$ cat config.mk
export PLATFORM = sky130hd
export DESIGN_NAME = adccfg_regs
export DESIGN_NICKNAME = d
export VERILOG_FILES = /design/src/adccfg_pkg.sv /design/src/adccfg_regs.sv /design/src/adccfg_rstpulse.sv /design/src/adccfg_chan.sv
export SDC_FILE = /design/constraint.sdc
export NUM_CORES = 1
export LEC_CHECK = 0
export BUFFER_PORTS_ARGS = -buffer_cell sky130_fd_sc_hd__buf_2
export CAP_MARGIN = 15
export CORE_UTILIZATION = 35
export DETAILED_ROUTE_END_ITERATION = 16
export SLEW_MARGIN = 20
export SYNTH_ARGS = -nofsm -noshare
export SYNTH_HDL_FRONTEND = slang
export SYNTH_SLANG_ARGS = --single-unit
$ cat constraint.sdc
create_clock -name clk_i -period 2.9 [get_ports clk_i]
set_clock_uncertainty 0.05 [all_clocks]
set_input_delay 0.29 -clock clk_i [delete_from_list [all_inputs] [get_ports clk_i]]
set_output_delay 0.29 -clock clk_i [all_outputs]
set_load 0.02 [all_outputs]
$ cat src/adccfg_pkg.sv
// constants, field layouts and the reset-pulse state type for the per-channel
// converter configuration register bank
// assumes a 32-bit register space addressed as {page, offset}
package adccfg_pkg;

	localparam int unsigned NCHAN      = 2;
	localparam int unsigned PAGE_W     = 24;
	localparam int unsigned OFS_W      = 8;
	localparam int unsigned ADDR_W     = PAGE_W + OFS_W;
	localparam int unsigned DATA_W     = 8;

	// page codes, index 0 is channel a, index 1 is channel b
	localparam logic [PAGE_W-1:0] PAGE_OFSCOR_A = 24'h610000;
	localparam logic [PAGE_W-1:0] PAGE_OFSCOR_B = 24'h610100;
	localparam logic [PAGE_W-1:0] PAGE_GAIN_A   = 24'h610005;
	localparam logic [PAGE_W-1:0] PAGE_GAIN_B   = 24'h610105;
	localparam logic [PAGE_W-1:0] PAGE_MAIN_A   = 24'h680000;
	localparam logic [PAGE_W-1:0] PAGE_MAIN_B   = 24'h680001;

	// register offsets within a page
	localparam logic [OFS_W-1:0] REG_CORE_RESET  = 8'h00;
	localparam logic [OFS_W-1:0] REG_OFSCOR_CTRL = 8'h68;
	localparam logic [OFS_W-1:0] REG_ZONE_CTRL   = 8'ha2;
	localparam logic [OFS_W-1:0] REG_ZONE_STAT   = 8'ha3;
	localparam logic [OFS_W-1:0] REG_GAIN_CTRL   = 8'ha6;

	// writable bits per register, reserved bits are dropped and read zero
	localparam logic [DATA_W-1:0] MASK_OFSCOR = 8'ha6;
	localparam logic [DATA_W-1:0] MASK_GAIN   = 8'h0f;
	localparam logic [DATA_W-1:0] MASK_ZONE   = 8'h0f;
	localparam logic [DATA_W-1:0] MASK_CRST   = 8'h01;
	localparam logic [DATA_W-1:0] RESET_VAL   = 8'h00;

	// field positions
	localparam int unsigned OFS_FREEZE_BIT = 7;
	localparam int unsigned OFS_KEEP_HI    = 5;
	localparam int unsigned OFS_DIS_BIT    = 2;
	localparam int unsigned OFS_KEEP_LO    = 1;
	localparam int unsigned CRST_BIT       = 0;
	localparam int unsigned ZONE_EN_BIT    = 3;
	localparam int unsigned ZONE_SEL_W     = 3;
	localparam int unsigned GAIN_W         = 4;

	localparam logic [2:0]        HOLD_CODE = 3'b111;
	localparam logic [GAIN_W-1:0] GAIN_MAX  = 4'hb;

	typedef enum logic [0:0] {
		RST_IDLE  = 1'b0,
		RST_ARMED = 1'b1
	} adccfg_rst_st_t;

endpackage

$ cat src/adccfg_regs.sv
// Functional notes
// freeze code 111 holds last offset correction
// software writes 011 freeze code after power-up
// software always writes ones to bits 5,1
// offset disable bit stops correction entirely
// four-bit gain, 1 dB steps, max 11
// gain registers sit in per-channel pages
// low-high-low core bit resets both channels
// zone settings apply only on core reset
// zone enable bit gates zone specification
// software sets zone enable before zone select
// three-bit zone select drives correction loop
// channel a main page holds reset, zone
// channel b main page mirrors reset, zone
// reserved bits written zero, no effect
//
// top of the dual-channel digital configuration register bank
// assumes a plain strobe port from software on the same clock
`timescale 1ns/1ps
module adccfg_regs
	import adccfg_pkg::*;
(
	input  wire logic                             clk_i,
	input  wire logic                             resetn_i,
	input  wire logic [ADDR_W-1:0]                addr_i,
	input  wire logic [DATA_W-1:0]                wdata_i,
	input  wire logic                             wr_i,
	input  wire logic                             rd_i,
	output logic      [DATA_W-1:0]                rdata_o,
	output logic      [NCHAN-1:0]                 offset_hold_o,
	output logic      [NCHAN-1:0]                 corr_enable_o,
	output logic      [NCHAN-1:0][GAIN_W-1:0]     gain_code_o,
	output logic      [NCHAN-1:0]                 zone_enable_o,
	output logic      [NCHAN-1:0][ZONE_SEL_W-1:0] zone_sel_o,
	output logic                                  core_reset_o
);

	logic [PAGE_W-1:0]             page;
	logic [OFS_W-1:0]              ofs;
	logic [NCHAN-1:0]              sel_ofs;
	logic [NCHAN-1:0]              sel_gain;
	logic [NCHAN-1:0]              sel_zone;
	logic [NCHAN-1:0]              sel_zstat;
	logic [NCHAN-1:0]              sel_crst;
	logic [NCHAN-1:0]              crst_bits;
	logic [NCHAN-1:0][DATA_W-1:0]  ofs_q;
	logic [NCHAN-1:0][DATA_W-1:0]  gain_q;
	logic [NCHAN-1:0][DATA_W-1:0]  zone_q;
	logic [NCHAN-1:0][DATA_W-1:0]  zact_q;
	logic [NCHAN-1:0][PAGE_W-1:0]  page_ofs;
	logic [NCHAN-1:0][PAGE_W-1:0]  page_gain;
	logic [NCHAN-1:0][PAGE_W-1:0]  page_main;
	logic                          core_pulse;
	logic [DATA_W-1:0]             rd_mux;
	logic                          hit;
	logic [DATA_W-1:0]             rdata_r;

	assign page = addr_i[ADDR_W-1:OFS_W];
	assign ofs  = addr_i[OFS_W-1:0];

	assign page_ofs  = {PAGE_OFSCOR_B, PAGE_OFSCOR_A};
	assign page_gain = {PAGE_GAIN_B, PAGE_GAIN_A};
	assign page_main = {PAGE_MAIN_B, PAGE_MAIN_A};

	genvar g;
	generate
		for (g = 0; g < NCHAN; g++) begin : g_ch
			assign sel_ofs[g]   = (page == page_ofs[g])  && (ofs == REG_OFSCOR_CTRL);
			assign sel_gain[g]  = (page == page_gain[g]) && (ofs == REG_GAIN_CTRL);
			// both main pages hold the same three registers
			assign sel_zone[g]  = (page == page_main[g]) && (ofs == REG_ZONE_CTRL);
			assign sel_zstat[g] = (page == page_main[g]) && (ofs == REG_ZONE_STAT);
			assign sel_crst[g]  = (page == page_main[g]) && (ofs == REG_CORE_RESET);

			adccfg_chan u_chan (
				.clk_i       (clk_i),
				.resetn_i    (resetn_i),
				.we_ofs_i    (wr_i && sel_ofs[g]),
				.we_gain_i   (wr_i && sel_gain[g]),
				.we_zone_i   (wr_i && sel_zone[g]),
				.apply_i     (core_pulse),
				.wdata_i     (wdata_i),
				.ofs_o       (ofs_q[g]),
				.gain_o      (gain_q[g]),
				.zone_o      (zone_q[g]),
				.zone_act_o  (zact_q[g]),
				.hold_o      (offset_hold_o[g]),
				.corr_en_o   (corr_enable_o[g]),
				.gain_code_o (gain_code_o[g]),
				.zone_en_o   (zone_enable_o[g]),
				.zone_sel_o  (zone_sel_o[g])
			);
		end
	endgenerate

	// one detector serves both pages since the reset is global
	adccfg_rstpulse u_rst (
		.clk_i    (clk_i),
		.resetn_i (resetn_i),
		.we_i     ({NCHAN{wr_i}} & sel_crst),
		.wbit_i   (wdata_i[CRST_BIT]),
		.bit_o    (crst_bits),
		.pulse_o  (core_pulse)
	);

	assign core_reset_o = core_pulse;

	// read mux; the status register shows the zone settings in force
	always_comb begin
		rd_mux = '0;
		hit    = 1'b0;
		for (int i = 0; i < NCHAN; i++) begin
			if (sel_ofs[i]) begin
				rd_mux = ofs_q[i];
				hit    = 1'b1;
			end
			if (sel_gain[i]) begin
				rd_mux = gain_q[i];
				hit    = 1'b1;
			end
			if (sel_zone[i]) begin
				rd_mux = zone_q[i];
				hit    = 1'b1;
			end
			if (sel_zstat[i]) begin
				rd_mux = zact_q[i];
				hit    = 1'b1;
			end
			if (sel_crst[i]) begin
				rd_mux = {{(DATA_W-1){1'b0}}, crst_bits[i]};
				hit    = 1'b1;
			end
		end
	end

	// read data stand only in the cycle after the strobe; misses read zero
	always_ff @(posedge clk_i) begin
		if (!resetn_i) begin
			rdata_r <= RESET_VAL;
		end else if (rd_i && hit) begin
			rdata_r <= rd_mux;
		end else begin
			rdata_r <= RESET_VAL;
		end
	end

	assign rdata_o = rdata_r;

	generate
		for (g = 0; g < NCHAN; g++) begin : g_chk

		end
	endgenerate
endmodule

$ cat src/adccfg_rstpulse.sv
// core reset bit of both main pages and the detector of its low-high-low pulse
// assumes write enables come from the decoder on the same clock
`timescale 1ns/1ps
module adccfg_rstpulse
	import adccfg_pkg::*;
(
	input  wire logic             clk_i,
	input  wire logic             resetn_i,
	input  wire logic [NCHAN-1:0] we_i,
	input  wire logic             wbit_i,
	output logic      [NCHAN-1:0] bit_o,
	output logic                  pulse_o
);

	logic [NCHAN-1:0] bit_r;
	adccfg_rst_st_t   st_r;
	adccfg_rst_st_t   st_nxt;
	logic             pulse_r;

	genvar g;
	generate
		for (g = 0; g < NCHAN; g++) begin : g_bit
			always_ff @(posedge clk_i) begin
				if (!resetn_i) begin
					bit_r[g] <= 1'b0;
				end else if (we_i[g]) begin
					bit_r[g] <= wbit_i;
				end
			end
		end
	endgenerate

	// either page's bit starts the pulse; the core resets when both pages' bits are low again
	always_comb begin
		st_nxt = st_r;
		case (st_r)
			RST_IDLE:  if (|bit_r) st_nxt = RST_ARMED;
			RST_ARMED: if (!(|bit_r)) st_nxt = RST_IDLE;
			default:   st_nxt = RST_IDLE;
		endcase
	end

	always_ff @(posedge clk_i) begin
		if (!resetn_i) begin
			st_r <= RST_IDLE;
		end else begin
			st_r <= st_nxt;
		end
	end

	always_ff @(posedge clk_i) begin
		if (!resetn_i) begin
			pulse_r <= 1'b0;
		end else begin
			pulse_r <= (st_r == RST_ARMED) && !(|bit_r);
		end
	end

	assign bit_o   = bit_r;
	assign pulse_o = pulse_r;

endmodule

$ cat src/adccfg_chan.sv
// one channel's offset, gain and zone registers with their registered controls
// assumes apply_i is the one-cycle core reset pulse
`timescale 1ns/1ps
module adccfg_chan
	import adccfg_pkg::*;
(
	input  wire logic                  clk_i,
	input  wire logic                  resetn_i,
	input  wire logic                  we_ofs_i,
	input  wire logic                  we_gain_i,
	input  wire logic                  we_zone_i,
	input  wire logic                  apply_i,
	input  wire logic [DATA_W-1:0]     wdata_i,
	output logic      [DATA_W-1:0]     ofs_o,
	output logic      [DATA_W-1:0]     gain_o,
	output logic      [DATA_W-1:0]     zone_o,
	output logic      [DATA_W-1:0]     zone_act_o,
	output logic                       hold_o,
	output logic                       corr_en_o,
	output logic      [GAIN_W-1:0]     gain_code_o,
	output logic                       zone_en_o,
	output logic      [ZONE_SEL_W-1:0] zone_sel_o
);

	logic [DATA_W-1:0] ofs_r;
	logic [DATA_W-1:0] gain_r;
	logic [DATA_W-1:0] zone_r;
	logic [DATA_W-1:0] zone_act_r;
	logic [2:0]        hold_bits;

	// reserved positions never reach a flop, so they have no effect
	always_ff @(posedge clk_i) begin
		if (!resetn_i) begin
			ofs_r  <= RESET_VAL;
			gain_r <= RESET_VAL;
			zone_r <= RESET_VAL;
		end else begin
			if (we_ofs_i)  ofs_r  <= wdata_i & MASK_OFSCOR;
			if (we_gain_i) gain_r <= wdata_i & MASK_GAIN;
			if (we_zone_i) zone_r <= wdata_i & MASK_ZONE;
		end
	end

	// zone settings wait for the core reset pulse
	always_ff @(posedge clk_i) begin
		if (!resetn_i) begin
			zone_act_r <= RESET_VAL;
		end else if (apply_i) begin
			zone_act_r <= zone_r;
		end
	end

	assign hold_bits = {ofs_r[OFS_FREEZE_BIT], ofs_r[OFS_KEEP_HI], ofs_r[OFS_KEEP_LO]};

	always_ff @(posedge clk_i) begin
		if (!resetn_i) begin
			hold_o      <= 1'b0;
			corr_en_o   <= 1'b0;
			gain_code_o <= '0;
			zone_en_o   <= 1'b0;
			zone_sel_o  <= '0;
		end else begin
			// unused freeze codes are taken as running
			hold_o      <= (hold_bits == HOLD_CODE) && !ofs_r[OFS_DIS_BIT];
			corr_en_o   <= !ofs_r[OFS_DIS_BIT];
			// unused codes above the top step saturate rather than wrap
			gain_code_o <= (gain_r[GAIN_W-1:0] > GAIN_MAX) ? GAIN_MAX
			                                              : gain_r[GAIN_W-1:0];
			zone_en_o   <= zone_act_r[ZONE_EN_BIT];
			zone_sel_o  <= zone_act_r[ZONE_EN_BIT] ? zone_act_r[ZONE_SEL_W-1:0]
			                                       : '0;
		end
	end

	assign ofs_o      = ofs_r;
	assign gain_o     = gain_r;
	assign zone_o     = zone_r;
	assign zone_act_o = zone_act_r;

endmodule

=== After elaboration in Yosys (flattened, before gate mapping) ===
Cells that the tools add are included.

* Input port bits: 44
* Register bits after elaboration: 64
* Logic and storage cells: 97

* Mux-type cells: 23
* Bitwise operators: 3
* Equal/unequal tests: 12
* Reductions and logical operators: 31
* Magnitude comparators: 2

{| class="wikitable"
|+ Operators with widths
! operator !! number
|-
| $eq 24x23->1 const B || 6
|-
| $mux 8 || 9
|-
| $eq 8x8->1 const B || 3
|-
| $logic_and 1x1->1 || 20
|-
| $mux 1 || 12
|-
| $eq 8x7->1 const B || 1
|-
| $gt 4x4->1 const B || 2
|-
| $logic_not 8->1 || 1
|-
| $mux 4 || 2
|-
| $eq 3x3->1 const B || 2
|-
| $reduce_and 2->1 || 3
|-
| $reduce_or 2->1 || 3
|-
| $logic_not 1->1 || 3
|-
| $reduce_or 3->1 || 1
|-
| $and 2x2->2 || 1
|-
| $not 1->1 || 2
|}

=== Logic depth before layout (Yosys ltp) ===
Gate-level depths: netlist (run 1).

* Depth after elaboration: 15
* Depth in mapped cells: 8
* Gate-level depth less buffers: 6

=== Hierarchy ===
A second synthesis (run 1) with hierarchy kept.

* Cells, all modules: 326
* Area total of the unflattened synthesis: 3161.8 um^2

{| class="wikitable"
|+ By module, submodules not included
! module !! times used !! area an instance (um^2) !! seq. area each (um^2) !! cells each
|-
| adccfg_chan || 2 || 1011.0 || 520.5 || 93
|-
| adccfg_regs || 1 || 1006.0 || 160.2 || 129
|-
| adccfg_rstpulse || 1 || 133.9 || 80.1 || 11
|}

=== Least setup slack after synthesis (run 1) ===
No wires, ideal clock.

* Kind: in2reg
* Start point: input port addr_i[16]
* End point: register rdata_r[1], in the netlist rdata_o[1]
* Arrival: 1.952 ns
* Data required time: 2.747 ns
* Library setup time: 0.103 ns
* Cell stages on the path: 7
* Path buffers: 1
* Path slack: 0.794 ns
* Path through: buf_4 nor3b_2 nand3_4 or3_4 o32ai_2 nand4b_1 a2111oi_2

* Word-level cells in the longest chain between the ends: 15
* Elaborated cells between the ends (all ways): 38
* Those cells by class: eq/ne (6); mux (19); bitwise (1); reduce/logical (12)

{| class="wikitable"
|+ Ends and longest elaborated chain
! item !! RTL line !! text
|-
| start: declaration || adccfg_regs.sv:25 || <nowiki>input wire logic [ADDR_W-1:0] addr_i,</nowiki>
|-
| $eq 24x23->1 || adccfg_regs.sv:68 || <nowiki>assign sel_ofs[g] = (page == page_ofs[g]) && (ofs == REG_OFSCOR_CTRL);</nowiki>
|-
| $logic_and 1x1->1 || adccfg_regs.sv:68 ||
|-
| $mux 1 || adccfg_regs.sv:113 || <nowiki>if (sel_ofs[i]) begin</nowiki>
|-
| $mux 1 || adccfg_regs.sv:117 || <nowiki>if (sel_gain[i]) begin</nowiki>
|-
| $mux 1 || adccfg_regs.sv:121 || <nowiki>if (sel_zone[i]) begin</nowiki>
|-
| $mux 1 || adccfg_regs.sv:125 || <nowiki>if (sel_zstat[i]) begin</nowiki>
|-
| $mux 1 || adccfg_regs.sv:129 || <nowiki>if (sel_crst[i]) begin</nowiki>
|-
| $mux 1 || adccfg_regs.sv:113 ||
|-
| $mux 1 || adccfg_regs.sv:117 ||
|-
| $mux 1 || adccfg_regs.sv:121 ||
|-
| $mux 1 || adccfg_regs.sv:125 ||
|-
| $mux 1 || adccfg_regs.sv:129 ||
|-
| $logic_and 1x1->1 || adccfg_regs.sv:140 || <nowiki>end else if (rd_i && hit) begin</nowiki>
|-
| $not 1->1 (no source line) || - ||
|-
| $reduce_or 3->1 (no source line) || - ||
|-
| end signal: assignment || adccfg_regs.sv:141 || <nowiki>rdata_r <= rd_mux;</nowiki>
|-
| end: declaration || adccfg_regs.sv:56 || <nowiki>logic [DATA_W-1:0] rdata_r;</nowiki>
|}

Several ways; a longest one is shown, not always the timed one.
A chain may end at the register's enable or synchronous reset.

=== Worst setup path after layout (run 1) ===
* Start point: input port addr_i[9]
* End point: register rdata_r[1], in the netlist rdata_o[1]

The elaborated chain is that of the path after synthesis.

==> flow_metrics.py, run 1 <==
metrics = {
    "finish": {
        "area_growth_pct": 18.5,
        "num-fill-cells": 859,
        "diodes": 0,
        "final_cell_area_sq_um": 3560,
        "layout.cells.non_filler": 486,
        "drive_above_1_share_pct": 27.0,
        "post-route-util_pct": 43.1,
        "fin_nets": 422,
    },
    "timing": {
        "finalMaxSlewViolations": 0,
        "hold_viol": 0,
        "fin_crit_sh_pct": 74.0,
        "grt_setup_unrepaired": "false",
        "fmax_mhz": 466,
        "finalSetupViolCount": 0,
        "finalSetupTns_ns": 0,
        "fin_hold_ws_ns": 0.171,
        "relSlewSlack_pct": 54.1,
        "fin_crit_ns": 2.15,
        "tightest_slew_ns": 0.689,
    },
    "clock_tree": {
        "holdBufCountCts": 0,
        "insertion_delay_ns": 0.34,
        "cts_buffers": 9,
        "clkSlewWorstSetupHoldPaths_ns": 0.07,
        "htree_levels": 3,
        "cts_tree": "built",
        "post_cts_buffers": 0,
        "cts_sinks": 62,
        "root_buffer": "clkbuf_8",
        "post_cts_resized": 0,
        "clock_path_buffers": 2,
    },
    "synthesis": {
        "synth-simple-area-share_pct": 34.5,
        "muxShareOfSynthArea_pct": 9.38,
        "ys_warn_count": 0,
        "synth-adder-area-share_pct": 0,
        "synth_top_family_by_area": "simple AND/OR/NAND/NOR gates",
        "synth.area.top_cells": "dfxtp_1, mux2i_1, nor2b_1",
        "synth.largest_area_cell": "dfxtp_1",
        "synth_top_area_share_pct": 41.3,
        "synthArstFlopShare_pct": 0,
        "synth_edf_count": 0,
        "yosysSeqAreaShare_pct": 41.3,
        "synth_seq_cells": 62,
        "synth-compound-area-share_pct": 10.2,
        "synth.avg_cell_area_sq_um": 9.41,
        "synth_flop_cell": "dfxtp_1",
        "synth_cell_types": 52,
        "syn_area_sq_um": 3000,
        "yosys-top-cells-count": "dfxtp_1, nor2b_1, mux2i_1",
        "synth.most_common_cell": "dfxtp_1",
        "postSynthCellCount": 319,
        "synth_xor_area_share_pct": 0,
    },
    "placement": {
        "dp.final_hpwl_um": 5600,
        "place_congestion": 0.890,
        "port_buffers": 68,
        "dpl_cell_area_sq_um": 3380,
        "dp_cells": 472,
    },
    "global_route": {
        "antenna_found_initial": 0,
        "grt_pass1_wl_um": 12400,
        "grt_overflow": 0,
        "grt_pass1_vias": 2513,
        "grt_max_degree": 35,
        "grt.total_usage_pct": 18.5,
    },
    "critical_path": {
        "critPathTopFamily": "simple AND/OR/NAND/NOR gates",
        "cp_slowest_cell": "nor4_4",
        "cp_cell_sequence": "buf_2 -> nor4_4 -> nand3b_1 -> nor4_1 -> o2bb2ai_1 -> a311oi_2 -> a2111oi_2",
        "crit_type": "input pin to register",
        "critPathMaxFanout": 8,
        "cp-end-kind": "register",
        "cp.arrival_ns": 2.33,
        "cp.buffers_inverters": 1,
        "cp-start-kind": "input pin",
        "critPathRequiredTime_ns": 3.09,
        "max_stage_delay_ns": 0.43,
        "reg2reg_setup_slack_ns": 1.62,
    },
    "floorplan": {
        "initial_utilization_pct": 36.4,
        "die_h_um": 94.6,
        "ios": 73,
        "core_area_sq_um": 8260,
        "die_w_um": 94.6,
        "die_area_sq_um": 8950,
        "placementRows": 33,
    },
    "status": {
        "outcome": "completed",
    },
    "routing": {
        "wire_per_inst_um": 15.5,
        "drc_errors": 0,
        "via_per_inst": 5.28,
        "via_count": 2564,
        "antenna_left": 0,
        "first_pass_iters": 4,
        "initialDrtViolationCount": 184,
        "totalWireLength_um": 7530,
    },
    "hold_path": {
        "worst_hold_path_type": "input pin to register",
    },
    "flow_run": {
        "drv_cap": 0,
    },
    "power": {
        "p_leak_nw": 1.34,
        "ir_drop_mv": 0.195,
        "power_density_nw_per_um2": 465,
    },
}
[worst register-to-register path, cell delays in order (launching register included)]
cell and delay, ns:
dfxtp_1 0.38, a22oi_1 0.12, o32ai_2 0.14, nand4b_1 0.14
a2111oi_2 0.36
[final timing paths]
check,start,endpoint,cells past startpoint
max,addr_i[9],rdata_o[1]$_SDFF_PP0_,7
min,wdata_i[5],g_ch[1].u_chan.ofs_o[5]$_SDFFE_PN0P_,3
max reg2reg,g_ch[0].u_chan.ofs_o[1]$_SDFFE_PN0P_,rdata_o[1]$_SDFF_PP0_,4
min reg2reg,u_rst.st_r$_SDFF_PN0_,u_rst.pulse_o$_SDFF_PN0_,2
[logic make-up (layout without fill, tap and decap cells)]
kind of cell | after synthesis | after routing
buf+inv | 26 | 87
mux | 28 | 28
simple gates | 163 | 163
compound gates | 39 | 39
flops | 62 | 62
other cells | 1 | 2
[routing by layer]
layer / GRT usage [%] / vias to the layer above / part of all wire (%)
met4: 8.33 / 0 / 2.3
met5: 0 / - / 0
li1: - / 1266 / -
met2: 30.5 / 78 / 47
met1: 22.3 / 1201 / 44
met3: 4.99 / 19 / 6.5
[per-stage QoR]
step / setup WS (ns) / power, mW
floorplan: 0.794 / 0.923
global placement: 0.405 / 0.971
detailed placement: 0.417 / 0.972
CTS: 0.767 / 1.68
global route: 0.577 / 1.73
finish: 0.755 / 1.65
[registers in the layout, indices dropped and copies added (netlist names)]
name,flops
g_ch.u_chan.zone_sel_o,6
g_ch.u_chan.zone_o,8
g_ch.u_chan.corr_en_o,2
g_ch.u_chan.gain_o,8
g_ch.u_chan.gain_code_o,8
u_rst.pulse_o,1
g_ch.u_chan.ofs_o,8
u_rst.bit_o,2
u_rst.st_r,1
g_ch.u_chan.zone_en_o,2
g_ch.u_chan.zone_act_o,8
g_ch.u_chan.hold_o,2
rdata_o,6
[power breakdown]
| group | total (mW) | switching [mW] | internal [mW] |
|---|---|---|---|
| logic | 0.100 | 0.0595 | 0.0406 |
| registers | 0.853 | 0.000263 | 0.853 |
| clock network | 0.701 | 0.314 | 0.387 |
[placed cells by master (no fill, tap or decap), drive strengths merged, types with 8 or more instances in the layout]
cell type and instances:
a21boi 9, nor2b 29, mux2i 27, buf 73, clkbuf 10, and2 8
nand3 22, and3 12, nand2 25, dfxtp 62, nor4 8, nor2 15
nor3 10
[cell type report]
cell class	count	area (sq um)	share of cell area, %
Clock buffer	10	128	3.59
Sequential cell	62	1240	34.9
Timing Repair Buffer	73	378	10.6
Multi-Input combinational cell	232	1630	45.9
Tap cell	105	131	3.69
Clock inverter	4	48.8	1.37
(Power assumes the default switching activity.)
==> run 2, diff against run 1 <==
==> constraint.sdc (replaced) <==
create_clock -name clk_i -period 1.75 [get_ports clk_i]
set_clock_uncertainty 0.05 [all_clocks]
set_input_delay 0.175 -clock clk_i [delete_from_list [all_inputs] [get_ports clk_i]]
set_output_delay 0.175 -clock clk_i [all_outputs]
set_load 0.02 [all_outputs]
==> run 2 against run 1 <==
Net effect: clock-buffer cell count grew 2; die area is the same; register-to-register slack lost 1.2 ns; first-iteration DRC count shrank 40%; sequential cell count is the same; global-route usage grew 2.5 points; largest cell class unchanged.
==> flow_metrics.py, run 2 (same netlist as run 1, synthesis figures left out) <==
metrics = {
    "routing": {
        "first_pass_iters": 5,
        "wire_per_inst_um": 15.8,
        "drc_errors": 0,
        "via_per_inst": 4.99,
        "via_count": 2712,
        "totalWireLength_um": 8610,
        "initialDrtViolationCount": 111,
        "antenna_left": 0,
    },
    "placement": {
        "dpl_cell_area_sq_um": 3810,
        "dp.final_hpwl_um": 6650,
        "port_buffers": 68,
        "place_congestion": 0.901,
        "pre_cts_ws_ns": -0.341,
    },
    "critical_path": {
        "cp-end-kind": "register",
        "cp.arrival_ns": 1.91,
        "cp-start-kind": "input pin",
        "critPathRequiredTime_ns": 1.94,
        "crit_type": "input pin to register",
        "critPathMaxFanout": 5,
    },
    "global_route": {
        "grt_max_degree": 55,
        "grt_pass1_vias": 2746,
        "grt.total_usage_pct": 20.9,
        "grt_pass1_wl_um": 14000,
        "antenna_found_initial": 0,
        "grt_overflow": 0,
    },
    "finish": {
        "area_growth_pct": 37.7,
        "diodes": 0,
        "final_cell_area_sq_um": 4140,
        "fin_nets": 479,
        "num-fill-cells": 812,
        "mostFrequentLayoutCell": "buf_2",
        "layout_common_cells": "buf_2, dfxtp_1, buf_4, nor2b_1, mux2i_1",
        "post-route-util_pct": 50.1,
        "drive_above_1_share_pct": 39.0,
    },
    "timing": {
        "finalWorstSetupSlack_ns": 0.0208,
        "fin_crit_ns": 1.73,
        "relSlewSlack_pct": 63.6,
        "grt_setup_unrepaired": "true",
        "finalMaxSlewViolations": 0,
        "fin_crit_sh_pct": 98.8,
        "fmax_mhz": 578,
        "tightest_slew_ns": 0.545,
        "finalSetupViolCount": 0,
        "hold_viol": 0,
    },
    "power": {
        "ir_drop_mv": 0.620,
        "power_density_nw_per_um2": 723,
        "p_leak_nw": 1.63,
        "total_power_mw": 2.99,
    },
    "clock_tree": {
        "cts_buffers": 9,
        "clock_path_buffers": 2,
        "cts_sinks": 62,
        "clkSlewWorstSetupHoldPaths_ns": 0.06,
        "insertion_delay_ns": 0.34,
        "root_buffer": "clkbuf_8",
        "htree_levels": 3,
        "cts_tree": "built",
    },
    "floorplan": {
        "die_h_um": 94.6,
        "core_area_sq_um": 8260,
        "die_w_um": 94.6,
        "die_area_sq_um": 8950,
        "placementRows": 33,
        "initial_utilization_pct": 36.4,
        "ios": 73,
    },
    "flow_run": {
        "drv_cap": 0,
    },
    "status": {
        "outcome": "completed",
    },
    "hold_path": {
        "worst_hold_path_type": "input pin to register",
    },
}
-- run 2: power breakdown --
group          switching, mW  total (mW)  internal (mW)
logic                  0.109       0.204         0.0947
registers           0.000419        1.41           1.41
clock network          0.536        1.37          0.837
-- run 2: layer usage --
| metal | track usage (%) | share of wire (%) |
|---|---|---|
| met5 | 0 | 0 |
| met4 | 6.31 | 0.93 |
| met3 | 5.56 | 4.8 |
| met2 | 35.3 | 47 |
| met1 | 26.0 | 47 |
-- run 2: what timing repair did --
action,in CTS,in global routing
gates resized for setup,0,14
setup buffers,0,4
hold buffers,0,0
endpoints found under the setup margin,0,15
-- run 2: critical path, cell delays in order --
cell and delay, ns:
buf_2 0.11, nor4_4 0.30, buf_4 0.17, nand3_1 0.09
or2_1 0.26, nor4_2 0.39, a311oi_4 0.12, a2111oi_2 0.29
-- run 2: final cells by class --
cell class / count / area (sq um) / area share (%)
tap: 105 / 131 / 3.18
clock inverter: 3 / 68.8 / 1.66
sequential: 62 / 1240 / 30.0
timing repair buffer: 130 / 831 / 20.1
clock buffer: 12 / 145 / 3.51
multi-input combinational: 232 / 1720 / 41.5
-- run 2: worst paths after layout --
| kind | start | cells after the start | slack (ns) | end |
|---|---|---|---|---|
| setup / recovery | addr_i[22] | 8 | 0.02 | rdata_o[1]$_SDFF_PP0_ |
| hold / removal | wdata_i[5] | 3 | 0.07 | g_ch[1].u_chan.ofs_o[5]$_SDFFE_PN0P_ |
| hold reg to reg | u_rst.st_r$_SDFF_PN0_ | 2 | 0.38 | u_rst.pulse_o$_SDFF_PN0_ |
| setup reg to reg | g_ch[0].u_chan.zone_act_o[2]$_SDFFE_PN0P_ | 4 | 0.47 | rdata_o[2]$_SDFF_PP0_ |
-- run 2: per-stage QoR --
stage | instances | hold WS, ns | TNS, ns
2_1_floorplan | 320 | 0.283 | -0.351
3_3_place_gp | 525 | 0.368 | -6.23
3_5_place_dp | 525 | 0.371 | -7.02
4_1_cts | 540 | 0.0585 | 0
5_1_grt | 544 | 0.0752 | -0.179
6_report | 544 | 0.0734 | 0
==> run 3, diff against run 2 <==
==> constraint.sdc (replaced) <==
create_clock -name clk_i -period 1.75 [get_ports clk_i]
set_clock_uncertainty 0.05 [all_clocks]
set_input_delay 0 -clock clk_i [delete_from_list [all_inputs] [get_ports clk_i]]
set_output_delay 0 -clock clk_i [all_outputs]
set_load 0.02 [all_outputs]
==> run 3 against run 2 <==
Net effect: first-iteration DRC count rose by 0.90%; setup slack improved by 0.13 ns; register-to-register slack improved by 0.04 ns; clock-buffer cell count rose by 1; sequential cell count did not move; critical path depth did not move; maximum frequency rose by 8.2%; non-clock buffer count fell by 5; hold slack got worse by 0.015 ns; routed wire length fell by 3.8%; highest routed layer unchanged.
==> flow_metrics.py, run 3 (same netlist as run 1, synthesis figures left out) <==
metrics = {
    "floorplan": {
        "initial_utilization_pct": 36.4,
        "placementRows": 33,
        "die_h_um": 94.6,
        "die_area_sq_um": 8950,
        "ios": 73,
        "core_area_sq_um": 8260,
        "die_w_um": 94.6,
    },
    "critical_path": {
        "cp.arrival_ns": 1.79,
        "critPathTopFamily": "simple AND/OR/NAND/NOR gates",
        "cp_slowest_cell": "a2111oi_2",
        "critPathMaxFanout": 3,
        "cp-start-kind": "input pin",
        "critPathRequiredTime_ns": 1.95,
        "cp-end-kind": "register",
        "crit_type": "input pin to register",
        "cp_cell_sequence": "buf_2 -> nor4b_1 -> buf_4 -> nand4_1 -> nor3_2 -> nand2_1 -> and4_1 -> a2111oi_2",
        "cp.buffers_inverters": 2,
        "max_stage_delay_ns": 0.34,
    },
    "global_route": {
        "grt_pass1_vias": 2747,
        "grt_pass1_wl_um": 13600,
        "grt_overflow": 0,
        "antenna_found_initial": 0,
        "grt.total_usage_pct": 20.4,
        "grt_max_degree": 55,
    },
    "placement": {
        "dp.final_hpwl_um": 6390,
        "dpl_cell_area_sq_um": 3740,
        "place_congestion": 0.857,
        "port_buffers": 68,
    },
    "clock_tree": {
        "clock_path_buffers": 2,
        "post_cts_buffers": 0,
        "cts_sinks": 62,
        "insertion_delay_ns": 0.35,
        "cts_buffers": 9,
        "cts_tree": "built",
        "clkSlewWorstSetupHoldPaths_ns": 0.07,
        "post_cts_resized": 0,
        "htree_levels": 3,
        "root_buffer": "clkbuf_8",
    },
    "timing": {
        "fin_crit_sh_pct": 91.3,
        "hold_viol": 0,
        "fin_crit_ns": 1.60,
        "grt_setup_unrepaired": "false",
        "finalSetupViolCount": 0,
        "finalMaxSlewViolations": 0,
        "fin_hold_ws_ns": 0.0582,
        "fmax_mhz": 626,
        "tightest_slew_ns": 0.583,
        "relSlewSlack_pct": 61.1,
    },
    "routing": {
        "wire_per_inst_um": 15.3,
        "antenna_left": 0,
        "via_count": 2782,
        "initialDrtViolationCount": 112,
        "totalWireLength_um": 8280,
        "first_pass_iters": 4,
        "drc_errors": 0,
        "via_per_inst": 5.15,
    },
    "power": {
        "p_sw_uw": 656,
        "ir_drop_mv": 0.563,
        "netSwitchingFraction_pct": 22.6,
        "p_leak_nw": 1.59,
        "power_density_nw_per_um2": 725,
        "internal_power_mw": 2.25,
        "pwr-share-clk_pct": 44.2,
        "power_frac_comb_pct": 7.0,
        "p_seq_share_pct": 48.7,
    },
    "finish": {
        "diodes": 0,
        "mostFrequentLayoutCell": "buf_2",
        "area_growth_pct": 33.2,
        "final_cell_area_sq_um": 4000,
        "fin_nets": 474,
        "drive_above_1_share_pct": 34.7,
        "post-route-util_pct": 48.4,
        "layout_common_cells": "buf_2, dfxtp_1, buf_4, nor2b_1, mux2i_1",
    },
    "hold_path": {
        "worst_hold_path_type": "input pin to register",
    },
    "flow_run": {
        "drv_cap": 0,
    },
    "status": {
        "outcome": "completed",
    },
}
run 3: area by class of cell:
cell class	count	area (sq um)
fill	811	4260
sequential	62	1240
tap	105	131
clock inverter	3	42.5
clock buffer	13	159
multi-input combinational	232	1640
timing repair buffer	125	783
run 3: what timing repair did:
item | in CTS | in global routing
hold buffers | 6 | 0
endpoints found under the hold margin | 23 | 0
endpoints found under the setup margin | 0 | 0
run 3: worst min-delay path: stages:
cell and delay [ns]:
buf_2 0.22, nand3_1 0.12, a21boi_0 0.07
run 3: worst paths after layout:
| path | endpoint | startpoint | slack [ns] | cells after the start |
|---|---|---|---|---|
| setup / recovery | rdata_o[1]$_SDFF_PP0_ | addr_i[1] | 0.15 | 8 |
| hold / removal | u_rst.bit_o[1]$_SDFFE_PN0P_ | wr_i | 0.06 | 3 |
| setup reg to reg | rdata_o[0]$_SDFF_PP0_ | g_ch[0].u_chan.zone_act_o[0]$_SDFFE_PN0P_ | 0.51 | 5 |
| hold reg to reg | u_rst.pulse_o$_SDFF_PN0_ | u_rst.st_r$_SDFF_PN0_ | 0.38 | 2 |
run 3: power by group through the flow:
| stage | Clock, mW | Combinational (mW) | Sequential, mW |
|---|---|---|---|
| CTS | 1.32 | 0.206 | 1.41 |
| detailed placement | 0 | 0.195 | 1.45 |
| global placement | 0 | 0.194 | 1.45 |
| finish | 1.28 | 0.204 | 1.41 |
| floorplan | 0 | 0.0855 | 1.45 |
| global route | 1.38 | 0.225 | 1.41 |
run 3: metal layers:
| metal | global-route usage, % | up-vias | wire [um] |
|---|---|---|---|
| met5 | 0 | - | 0 |
| met4 | 7.32 | 0 | 115 |
| met3 | 4.59 | 11 | 397 |
| met2 | 33.4 | 66 | 3900 |
| met1 | 26.2 | 1338 | 3870 |
| li1 | - | 1367 | - |
run 3: through the flow:
| stage | setup slack [ns] | instances | power (mW) | setup TNS (ns) |
|---|---|---|---|---|
| after floorplan | 0.0101 | 320 | 1.53 | 0 |
| after global placement | -0.197 | 518 | 1.64 | -2.36 |
| after detailed placement | -0.206 | 518 | 1.64 | -2.74 |
| after CTS | 0.149 | 540 | 2.94 | 0 |
| after global routing | 0.00627 | 540 | 3.02 | 0 |
| final | 0.152 | 540 | 2.90 | 0 |
